[config.mk]
export PLATFORM = sky130hd
export DESIGN_NAME = rwc_top
export DESIGN_NICKNAME = d
export VERILOG_FILES = /design/src/design/rwc_pkg.sv /design/src/design/rwc_top.sv
export SDC_FILE = /design/constraint.sdc
export NUM_CORES = 1
export LEC_CHECK = 0
export BUFFER_PORTS_ARGS = -buffer_cell sky130_fd_sc_hd__buf_2
export CAP_MARGIN = 15
export CORE_ASPECT_RATIO = 0.5
export CORE_UTILIZATION = 55
export CTS_BUF_LIST = sky130_fd_sc_hd__clkbuf_16
export DETAILED_ROUTE_END_ITERATION = 6
export PLACE_DENSITY = 0.84
export SYNTH_ARGS = -nofsm -noshare
export SYNTH_HDL_FRONTEND = slang
export SYNTH_SLANG_ARGS = --single-unit
[constraint.sdc]
create_clock -name CORE_CLK -period 3.73 [get_ports CORE_CLK]
set_clock_uncertainty 0.1 [all_clocks]
set_input_delay 0.1865 -clock CORE_CLK [delete_from_list [all_inputs] [get_ports CORE_CLK]]
set_output_delay 0.1865 -clock CORE_CLK [all_outputs]
set_load 0.01 [all_outputs]
[src/design/rwc_pkg.sv]
// Overview of operation
// Three reset causes; bus reset never resets CPU
// Hardware reset restores defaults, address, interrupts
// Hardware reset zeroes both stack pointers
// Status register records cause in bits 4-6
// Power-on or watchdog reset starts at zero
// Reset entry pushes nothing onto stack
// Firmware moves data stack below endpoint buffers
// Power-on reset sets power-up flag
// Power-on reset floats general-purpose pins
// Strap high and idle bus parks in suspend
// Suspend exit with strap high waits 128 us
// Strap low waits 96 ms then runs
// Delay picked from strap then power-up flag
// Firmware clears power-up flag before suspend
// Watchdog upper bit rising fires watchdog reset
// Watchdog advances once per timer bit 11 period
// Any write to 0x26 clears watchdog
// Watchdog reset held 2.048 ms, then address zero
// Transmitter off until address-enable bit set
// Long SE0 flags bus reset, raises interrupt
// Power-on loads status with 00010001
// Watchdog reset loads status with 01000001
// Detector and strap synchronised before use
package rwc_pkg;

   // ---------------------------------------------------------
   // Timing
   // ---------------------------------------------------------
   localparam int unsigned CLK_PERIOD_NS = 50;
   localparam int unsigned T_SETTLE_US = 128;
   localparam int unsigned T_SUPPLY_MS = 96;
   localparam int unsigned T_DOG_HOLD_US = 2048;
   localparam int unsigned T_SE0_US = 8;
   // Least times round up
   localparam int unsigned SETTLE_CYCLES =
      (T_SETTLE_US * 1000 + CLK_PERIOD_NS - 1) / CLK_PERIOD_NS;
   localparam int unsigned SUPPLY_CYCLES =
      (T_SUPPLY_MS * 1000000 + CLK_PERIOD_NS - 1) / CLK_PERIOD_NS;
   localparam int unsigned DOG_HOLD_CYCLES =
      (T_DOG_HOLD_US * 1000 + CLK_PERIOD_NS - 1) / CLK_PERIOD_NS;
   // Strictly longer than the SE0 time
   localparam int unsigned SE0_CYCLES = (T_SE0_US * 1000) / CLK_PERIOD_NS + 1;
   localparam int unsigned CNT_W = 21;
   localparam int unsigned SE0_W = 9;
   localparam int unsigned DOG_W = 2;

   // ---------------------------------------------------------
   // I/O map and fields
   // ---------------------------------------------------------
   localparam logic [7:0] ADDR_USB_ADDR = 8'h10;
   localparam logic [7:0] ADDR_DOG_CLEAR = 8'h26;
   localparam logic [7:0] ADDR_STATUS = 8'hff;
   localparam int unsigned SB_RUN = 0;
   localparam int unsigned SB_STEP = 1;
   localparam int unsigned SB_IMASK = 2;
   localparam int unsigned SB_SUSP = 3;
   localparam int unsigned SB_POR = 4;
   localparam int unsigned SB_BUSRST = 5;
   localparam int unsigned SB_DOG = 6;
   localparam int unsigned SB_IRQ = 7;
   localparam int unsigned ADDR_EN_BIT = 7;
   localparam logic [7:0] STATUS_POR = 8'h11;
   localparam logic [7:0] STATUS_DOG = 8'h41;
   localparam logic [7:0] STATUS_WMASK = 8'h7b;
   localparam logic [7:0] USB_ADDR_RESET = 8'h00;
   localparam logic [7:0] STACK_RESET = 8'h00;
   localparam logic [7:0] RDATA_RESET = 8'h00;
   localparam logic [13:0] PC_RESET = 14'h0000;

   // ---------------------------------------------------------
   // Types
   // ---------------------------------------------------------
   typedef enum logic [4:0] {
      RWC_HOLD = 5'h01,
      RWC_DOG = 5'h02,
      RWC_SLEEP = 5'h04,
      RWC_SETTLE = 5'h08,
      RWC_RUN = 5'h10
   } rwc_state_t;

   typedef struct packed {
      logic power_low;
      logic strap;
      logic usb_minus_line;
      logic usb_plus_line;
   } rwc_pins_t;

   typedef struct packed {
      logic wr;
      logic rd;
      logic [7:0] addr;
      logic [7:0] wdata;
   } rwc_io_req_t;

   localparam rwc_pins_t PINS_RESET = 4'h8;

endpackage

[src/design/rwc_top.sv]
module rwc_top #(
   parameter int unsigned SUPPLY_CYCLES = rwc_pkg::SUPPLY_CYCLES,
   parameter int unsigned DOG_HOLD_CYCLES = rwc_pkg::DOG_HOLD_CYCLES
) (
   input wire logic CORE_CLK,
   input wire logic RST,
   // Raw pins, detector
   input wire rwc_pkg::rwc_pins_t PINS,
   // Free-running timer bit 11
   input wire logic TIMER_BIT11,
   input wire logic IRQ_PENDING,
   input wire logic INT_MASK,
   input wire logic HALT_REQ,
   input wire rwc_pkg::rwc_io_req_t IO_REQ,
   // Stack pointer writes
   input wire logic [1:0] SP_WE,
   input wire logic [7:0] SP_WDATA,
   output logic [7:0] IO_RDATA,
   output logic HW_RESET,
   output logic CPU_HOLD,
   output logic PC_LOAD,
   output logic [13:0] PC_VECTOR,
   output logic [7:0] PROG_STACK_PTR,
   output logic [7:0] DATA_STACK_PTR,
   output logic GPIO_HIZ,
   output logic INT_DISABLE,
   output logic [7:0] USB_ADDR,
   output logic USB_TX_ENABLE,
   output logic BUS_RESET_IRQ,
   output logic SUSPEND,
   output logic RUN,
   output logic SINGLE_STEP
);

   // ---------------------------------------------------------
   // Local constants
   // ---------------------------------------------------------
   localparam int unsigned CW = rwc_pkg::CNT_W;
   localparam logic [CW-1:0] LD_SETTLE = CW'(rwc_pkg::SETTLE_CYCLES - 1);
   localparam logic [CW-1:0] LD_SUPPLY = CW'(SUPPLY_CYCLES - 1);
   localparam logic [CW-1:0] LD_DOG = CW'(DOG_HOLD_CYCLES - 1);
   localparam logic [CW-1:0] CNT_ZERO = CW'(0);
   localparam logic [CW-1:0] CNT_ONE = CW'(1);
   localparam int unsigned SW = rwc_pkg::SE0_W;
   localparam logic [SW-1:0] SE0_LAST = SW'(rwc_pkg::SE0_CYCLES - 1);
   localparam logic [SW-1:0] SE0_ONE = SW'(1);
   localparam logic [SW-1:0] SE0_ZERO = SW'(0);
   localparam int unsigned DW = rwc_pkg::DOG_W;
   localparam logic [DW-1:0] DOG_ZERO = DW'(0);

   // ---------------------------------------------------------
   // Functions
   // ---------------------------------------------------------
   // Start-up delay: strap first, then power-up flag
   function automatic logic [CW-1:0] delay_load(
      input logic strap,
      input logic power_up_flag
   );
      logic [CW-1:0] v;
      v = LD_SETTLE;
      if (!strap && power_up_flag) begin
         v = LD_SUPPLY;
      end
      return v;
   endfunction

   // Take a bit only once two stages agree
   function automatic logic [3:0] agree(
      input logic [3:0] a,
      input logic [3:0] b,
      input logic [3:0] keep
   );
      return (~(a ^ b) & a) | ((a ^ b) & keep);
   endfunction

   // ---------------------------------------------------------
   // Declarations
   // ---------------------------------------------------------
   rwc_pkg::rwc_pins_t s1_q, s2_q, s3_q; // Sync chain
   rwc_pkg::rwc_pins_t pin_q; // Filtered pins
   rwc_pkg::rwc_pins_t pin_d;
   rwc_pkg::rwc_state_t state_q, state_d;
   logic [CW-1:0] cnt_q, cnt_d; // Delay counter
   logic boot_q, boot_d; // Run from address zero
   logic [SW-1:0] se0_q, se0_d; // SE0 length
   logic bus_irq_q; // Bus reset pulse
   logic t11_q; // Timer bit history
   logic [DW-1:0] dog_q, dog_d; // Watchdog count
   logic [7:0] st_q, st_d; // Status/control
   logic [7:0] addr_q, addr_d; // USB device address
   logic [7:0] psp_q, dsp_q; // Stack pointers
   logic [7:0] rdata_q, rdata_d; // Read data
   logic pc_load_q, pc_load_d; // Entry pulse

   // ---------------------------------------------------------
   // Pin decode
   // ---------------------------------------------------------
   wire in_hold = (state_q == rwc_pkg::RWC_HOLD);
   wire in_dog = (state_q == rwc_pkg::RWC_DOG);
   wire in_sleep = (state_q == rwc_pkg::RWC_SLEEP);
   wire in_settle = (state_q == rwc_pkg::RWC_SETTLE);
   wire in_run = (state_q == rwc_pkg::RWC_RUN);
   wire hw_rst = in_hold | in_dog;
   // Line states
   wire line_idle = pin_q.usb_minus_line & ~pin_q.usb_plus_line;
   wire line_k = pin_q.usb_plus_line & ~pin_q.usb_minus_line;
   wire line_se0 = ~pin_q.usb_plus_line & ~pin_q.usb_minus_line;
   // SE0 outlasted the limit
   wire bus_rst_hit = line_se0 & (se0_q == SE0_LAST);
   // I/O strobes
   wire wr_status = IO_REQ.wr & (IO_REQ.addr == rwc_pkg::ADDR_STATUS);
   wire wr_addr = IO_REQ.wr & (IO_REQ.addr == rwc_pkg::ADDR_USB_ADDR);
   // Data value is ignored
   wire dog_clr = IO_REQ.wr & (IO_REQ.addr == rwc_pkg::ADDR_DOG_CLEAR);
   // Suspend refused while activity or an interrupt waits
   wire busy = line_k | line_se0 | IRQ_PENDING;
   wire sleep_req = in_run & wr_status & IO_REQ.wdata[rwc_pkg::SB_SUSP] & ~busy;
   // Wake events; interrupts only wake a firmware suspend
   wire wake = line_k | line_se0 | (~boot_q & IRQ_PENDING);
   wire cnt_done = (cnt_q == CNT_ZERO);
   // One count per timer bit 11 period
   wire dog_tick = TIMER_BIT11 & ~t11_q;
   wire dog_fire = in_run & ~dog_q[DW-1] & dog_d[DW-1];

   // ---------------------------------------------------------
   // Synchroniser
   // ---------------------------------------------------------
   // First stage feeds only the second; a bit moves once
   // the later two agree, so a glitch cannot start a reset
   assign pin_d = agree(s2_q, s3_q, pin_q);

   // Four flops per pin: three sync stages and the filtered value
   always_ff @(posedge CORE_CLK or posedge RST) begin
      if (RST) begin
         s1_q <= rwc_pkg::PINS_RESET;
         s2_q <= rwc_pkg::PINS_RESET;
         s3_q <= rwc_pkg::PINS_RESET;
         pin_q <= rwc_pkg::PINS_RESET;
      end else begin
         s1_q <= PINS;
         s2_q <= s1_q;
         s3_q <= s2_q;
         pin_q <= pin_d;
      end
   end

   // ---------------------------------------------------------
   // Sequencer
   // ---------------------------------------------------------
   // Next state and delay counter
   always_comb begin
      state_d = state_q;
      cnt_d = cnt_q;
      boot_d = boot_q;
      pc_load_d = 1'b0;
      unique case (state_q)
         // Power-on: held until the detector releases
         rwc_pkg::RWC_HOLD: begin
            boot_d = 1'b1;
            cnt_d = delay_load(pin_q.strap, 1'b1);
            if (pin_q.strap && line_idle) begin
               state_d = rwc_pkg::RWC_SLEEP;
            end else begin
               state_d = rwc_pkg::RWC_SETTLE;
            end
         end
         // Watchdog hold time
         rwc_pkg::RWC_DOG: begin
            cnt_d = cnt_q - CNT_ONE;
            if (cnt_done) begin
               state_d = rwc_pkg::RWC_RUN;
               pc_load_d = 1'b1;
            end
         end
         // Parked until bus activity, or an interrupt after a firmware suspend
         rwc_pkg::RWC_SLEEP: begin
            if (wake) begin
               state_d = rwc_pkg::RWC_SETTLE;
               cnt_d = delay_load(pin_q.strap, st_q[rwc_pkg::SB_POR]);
            end
         end
         // Processor stopped while the clock or supply settles
         rwc_pkg::RWC_SETTLE: begin
            cnt_d = cnt_q - CNT_ONE;
            if (cnt_done) begin
               state_d = rwc_pkg::RWC_RUN;
               // Firmware suspend resumes in place, no entry
               pc_load_d = boot_q;
               boot_d = 1'b0;
            end
         end
         // Normal execution
         rwc_pkg::RWC_RUN: begin
            if (dog_fire) begin
               state_d = rwc_pkg::RWC_DOG;
               cnt_d = LD_DOG;
            end else if (sleep_req) begin
               state_d = rwc_pkg::RWC_SLEEP;
               boot_d = 1'b0;
            end
         end
         default: begin
            state_d = rwc_pkg::RWC_HOLD;
         end
      endcase
      // Detector wins from any state
      if (pin_q.power_low) begin
         state_d = rwc_pkg::RWC_HOLD;
      end
   end

   // State flops
   always_ff @(posedge CORE_CLK or posedge RST) begin
      if (RST) begin
         state_q <= rwc_pkg::RWC_HOLD;
         cnt_q <= CNT_ZERO;
         boot_q <= 1'b1;
         pc_load_q <= 1'b0;
      end else begin
         state_q <= state_d;
         cnt_q <= cnt_d;
         boot_q <= boot_d;
         pc_load_q <= pc_load_d;
      end
   end

   // ---------------------------------------------------------
   // Watchdog and bus reset detector
   // ---------------------------------------------------------
   // Clear and tick in one cycle: tick survives
   assign dog_d = in_run ? ((dog_clr ? DOG_ZERO : dog_q) + DW'(dog_tick)) : DOG_ZERO;

   // SE0 length count; parks one past the limit so a long SE0 flags once
   assign se0_d = !line_se0 ? SE0_ZERO :
                  (se0_q > SE0_LAST) ? se0_q : se0_q + SE0_ONE;

   // Counters and edge history
   always_ff @(posedge CORE_CLK or posedge RST) begin
      if (RST) begin
         dog_q <= DOG_ZERO;
         t11_q <= 1'b0;
         se0_q <= SE0_ZERO;
         bus_irq_q <= 1'b0;
      end else begin
         dog_q <= dog_d;
         t11_q <= TIMER_BIT11;
         se0_q <= se0_d;
         // Interrupt only; processor keeps running
         bus_irq_q <= bus_rst_hit;
      end
   end

   // ---------------------------------------------------------
   // Status and address registers
   // ---------------------------------------------------------
   // Status next value; hardware set beats firmware write
   always_comb begin
      st_d = st_q;
      if (in_hold) begin
         st_d = rwc_pkg::STATUS_POR;
      end else if (in_dog) begin
         st_d = rwc_pkg::STATUS_DOG;
      end else begin
         if (wr_status) begin
            st_d = (st_q & ~rwc_pkg::STATUS_WMASK) |
                   (IO_REQ.wdata & rwc_pkg::STATUS_WMASK);
            // Refused suspend request leaves the bit low
            st_d[rwc_pkg::SB_SUSP] = sleep_req;
         end
         // Wake clears the suspend bit
         if (in_sleep && wake) begin
            st_d[rwc_pkg::SB_SUSP] = 1'b0;
         end
         if (HALT_REQ) begin
            st_d[rwc_pkg::SB_RUN] = 1'b0;
         end
         if (bus_rst_hit) begin
            st_d[rwc_pkg::SB_BUSRST] = 1'b1;
         end
      end
      // Live bits are never stored
      st_d[rwc_pkg::SB_IRQ] = 1'b0;
      st_d[rwc_pkg::SB_IMASK] = 1'b0;
   end

   // Address register, cleared by either reset kind
   always_comb begin
      addr_d = addr_q;
      if (wr_addr) begin
         addr_d = IO_REQ.wdata;
      end
      if (hw_rst || bus_rst_hit) begin
         addr_d = rwc_pkg::USB_ADDR_RESET;
      end
   end

   // Read mux, registered below
   always_comb begin
      rdata_d = rdata_q;
      if (IO_REQ.rd) begin
         rdata_d = rwc_pkg::RDATA_RESET;
         if (IO_REQ.addr == rwc_pkg::ADDR_STATUS) begin
            rdata_d = {IRQ_PENDING, st_q[6:3], INT_MASK, st_q[1:0]};
         end else if (IO_REQ.addr == rwc_pkg::ADDR_USB_ADDR) begin
            rdata_d = addr_q;
         end
      end
   end

   // Register flops
   always_ff @(posedge CORE_CLK or posedge RST) begin
      if (RST) begin
         st_q <= rwc_pkg::STATUS_POR;
         addr_q <= rwc_pkg::USB_ADDR_RESET;
         rdata_q <= rwc_pkg::RDATA_RESET;
      end else begin
         st_q <= st_d;
         addr_q <= addr_d;
         rdata_q <= rdata_d;
      end
   end

   // ---------------------------------------------------------
   // Stack pointers
   // ---------------------------------------------------------
   // Zeroed by reset; entry pushes nothing, so firmware
   // must not return from the reset handler
   always_ff @(posedge CORE_CLK or posedge RST) begin
      if (RST) begin
         psp_q <= rwc_pkg::STACK_RESET;
         dsp_q <= rwc_pkg::STACK_RESET;
      end else if (hw_rst) begin
         psp_q <= rwc_pkg::STACK_RESET;
         dsp_q <= rwc_pkg::STACK_RESET;
      end else begin
         if (SP_WE[0]) begin
            psp_q <= SP_WDATA;
         end
         if (SP_WE[1]) begin
            dsp_q <= SP_WDATA;
         end
      end
   end

   // ---------------------------------------------------------
   // Outputs
   // ---------------------------------------------------------
   // Only power-on and watchdog reset the core
   assign HW_RESET = hw_rst;
   assign INT_DISABLE = hw_rst;
   assign CPU_HOLD = ~in_run;
   // Pins float only while the power-on hold lasts
   assign GPIO_HIZ = in_hold;
   // Vector load only; no stack push request exists
   assign PC_LOAD = pc_load_q;
   assign PC_VECTOR = rwc_pkg::PC_RESET;
   assign PROG_STACK_PTR = psp_q;
   assign DATA_STACK_PTR = dsp_q;
   assign IO_RDATA = rdata_q;
   assign USB_ADDR = addr_q;
   // Silent until firmware enables the address
   assign USB_TX_ENABLE = addr_q[rwc_pkg::ADDR_EN_BIT] & ~hw_rst;
   assign BUS_RESET_IRQ = bus_irq_q;
   assign SUSPEND = in_sleep;
   assign RUN = st_q[rwc_pkg::SB_RUN];
   assign SINGLE_STEP = st_q[rwc_pkg::SB_STEP];
   wire unused_settle = in_settle;

endmodule

==> results.json <==
{
  "dieArea_um2": 8880,
  "whs_path_depth": 3,
  "grt-ovfl-total": 0,
  "cp.arrival_ps": 2810,
  "post_cts_resized": 0,
  "crit_path_start": "state_q[1]",
  "run_status": "complete, no violations",
  "nets": 583,
  "initial_core_util_pct": 57.5,
  "r2r-end": "cnt_q[19]",
  "finalCritPeriodShare_pct": 72.1,
  "p_per_area_nw_per_um2": 524,
  "die_h_um": 67.1,
  "clkSlewWorstSetupHoldPaths_ps": 60,
  "synthTopCellsByArea": "dfrtp_1 47%, dfstp_2 4.5%, mux2i_1 4.5%",
  "setup_violations": 0,
  "clk_latency_ps": 340,
  "drt-vias-per-instance": 5.70,
  "root_buffer": "clkbuf_16",
  "hold_class": "primary input to register",
  "place.gp.congestion": 0.825,
  "worstSetupEndpointType": "register",
  "cts_max_level": 3,
  "wire_per_inst_um": 15.6,
  "r2r-start": "state_q[1]",
  "syn_avg_cell_area_um2": 10.1,
  "r2r_cells": 5,
  "critPathKind": "register to register",
  "antenna_cells": 0,
  "rsz0062_at_grt": "no",
  "yosysUniqueCellTypes": 62,
  "synthCells": 462,
  "synth_seq_area_share_pct": 51.1,
  "yosysWarnings": 0,
  "area_growth_pct": 17.4,
  "num-fill-cells": 606,
  "io_pins": 94,
  "grt_max_degree": 63,
  "route.vias.total": 3752,
  "worstMarginPinSlew_ps": 1030,
  "drv_slew": 0,
  "syn-cell-area_um2": 4670,
  "yosysTopAreaCellShare_pct": 46.6,
  "rows": 23,
  "synth_seq_cells": 95,
  "whs_ps": 5.98,
  "drt_iter0_drc": 376,
  "drt-pass1-iter-count": 4,
  "cts_tree": "yes",
  "numPortBuffers": 79,
  "peakVddDrop_mv": 0.263,
  "grt_pass1_wl_um": 16700,
  "hold_buffers": 10,
  "finalHoldViolCount": 0,
  "fin_tns_setup_ps": 0,
  "antenna_found_initial": 0,
  "grt_usage_pct": 24.2,
  "drive_above_1_share_pct": 22.0,
  "fin_crit_ps": 2690,
  "yosysTopAreaCell": "dfrtp_1",
  "drc": 0,
  "slew_headroom_pct": 30.7,
  "drt_wl_total_um": 10300,
  "fp.dieW_um": 132,
  "crit_end": "cnt_q[19]",
  "max_freq_ghz": 0.372,
  "max-cap-violations": 0,
  "cp_max_fo": 15,
  "cts_buffer_depth": 2,
  "p_leak_nw": 2.50,
  "critPathLaunchType": "register",
  "core_um2": 8120,
  "first_global_vias": 3502,
  "cp_data_required_time_ps": 3850,
  "postCtsSetupRepairBufs": 0,
  "rrSetupSlack_ps": 1040,
  "ys.flop_type": "dfrtp_1",
  "detail-route-antenna-nets": 0,
  "cts_num_sinks": 95,
  "synth-edff-count": 0,
  "cts_buffers": 9,
  "hpwl_um": 6820,
  "synthArstFlopShare_pct": 100
}
metrics by stage:
step	util [%]	cell area [um2]	cells	total power, mW	setup slack (ps)
2_1_floorplan	-	4720	475	1.78	980
3_3_place_gp	62.3	5060	631	1.95	983
3_5_place_dp	62.3	5060	631	1.97	933
4_1_cts	67.2	5450	657	2.88	1030
5_1_grt	67.5	5480	658	3.02	849
6_report	67.5	5480	658	2.87	1040
registers in the layout, indices dropped and copies added, names as in the netlist, named ones only:
signal and count:
IO_RDATA 8, cnt_q 21, state_q 5, s2_q 4
t11_q 1, s1_q 4, DATA_STACK_PTR 8, PROG_STACK_PTR 8
s3_q 4, se0_q 9, boot_q 1, st_q 6
BUS_RESET_IRQ 1, dog_q 2, USB_ADDR 8, PC_LOAD 1
power breakdown:
part	leakage [nW]	internal, mW	switching, mW
Clock	0.144	0.515	0.381
Combinational	1.17	0.275	0.417
Sequential	1.18	1.16	0.119
area by class of cell:
| type | count | area [um2] | share of cell area (%) |
|---|---|---|---|
| Sequential cell | 95 | 2390 | 43.6 |
| Multi-Input combinational cell | 325 | 2050 | 37.3 |
| Timing Repair Buffer | 94 | 553 | 10.1 |
| Clock buffer | 9 | 225 | 4.11 |
| Tap cell | 112 | 140 | 2.56 |
| Clock inverter | 7 | 66.3 | 1.21 |
| Inverter | 16 | 61.3 | 1.12 |
cell usage in the layout, fill, tap and decap left out, drive strengths merged, types with 5 or more instances in the layout:
| cell type | instances |
|---|---|
| nand2b | 5 |
| o21ai | 17 |
| a21oi | 25 |
| buf | 84 |
| nor2b | 6 |
| dfstp | 8 |
| nand4 | 7 |
| nor2 | 51 |
| xor2 | 9 |
| conb | 14 |
| o31ai | 11 |
| dlygate4sd3 | 10 |
| dfrtp | 87 |
| mux2i | 21 |
| inv | 18 |
| a22o | 7 |
| nand3 | 28 |
| clkbuf | 9 |
| a31oi | 9 |
| a22oi | 10 |
| nand2 | 26 |
| nor3 | 11 |
| or2 | 5 |
| or3 | 5 |
how the worst min path moves through the flow:
stage	start	endpoint	slack, ps
floorplan	PINS[3]	s1_q[3]	90
global placement	PINS[3]	s1_q[3]	190
detailed placement	PINS[3]	s1_q[3]	190
CTS	IO_REQ[1]	USB_ADDR[1]	0.7
global route	IO_REQ[1]	USB_ADDR[1]	20
finish	SP_WDATA[5]	DATA_STACK_PTR[5]	6
routing by layer:
layer  GRT usage [%]  vias up  routed length [um]
met1            30.5     1807                4670
met3            5.86       13                 546
met2            41.6      125                4900
met5               0        -                   0
li1                -     1807                   -
met4            9.48        0                 140
worst max-delay path, stage by stage (launching register included):
cell,delay [ps]
dfrtp_1,480
nor4_2,380
nand2_1,410
or2_1,550
and2_1,320
a221o_1,340
cells in the mapped netlist (6+ instances only):
cell type  instances
a31oi_1            8
nor2b_1            6
nor3_1            10
xor2_1             9
clkbuf_1          12
nand2_1           26
a22o_1             7
o31ai_1           11
nor2_1            51
buf_4             15
a21oi_1           25
inv_1             16
o21ai_0           16
nand3_1           28
mux2i_1           21
nand4_1            7
dfrtp_1           87
a22oi_1           10
dfstp_2            8
kinds of logic after synthesis:
family / after synthesis / share of synthesized area [%]
other cells: 1 / 0.0803
compound gates: 101 / 15.2
mux: 21 / 4.50
fa+ha+maj: 8 / 1.93
flops: 95 / 51.1
xor+xnor: 10 / 1.88
buf+inv: 55 / 6.08
simple gates: 171 / 19.2
No activity file was read; power rests on OpenSTA's default activity.
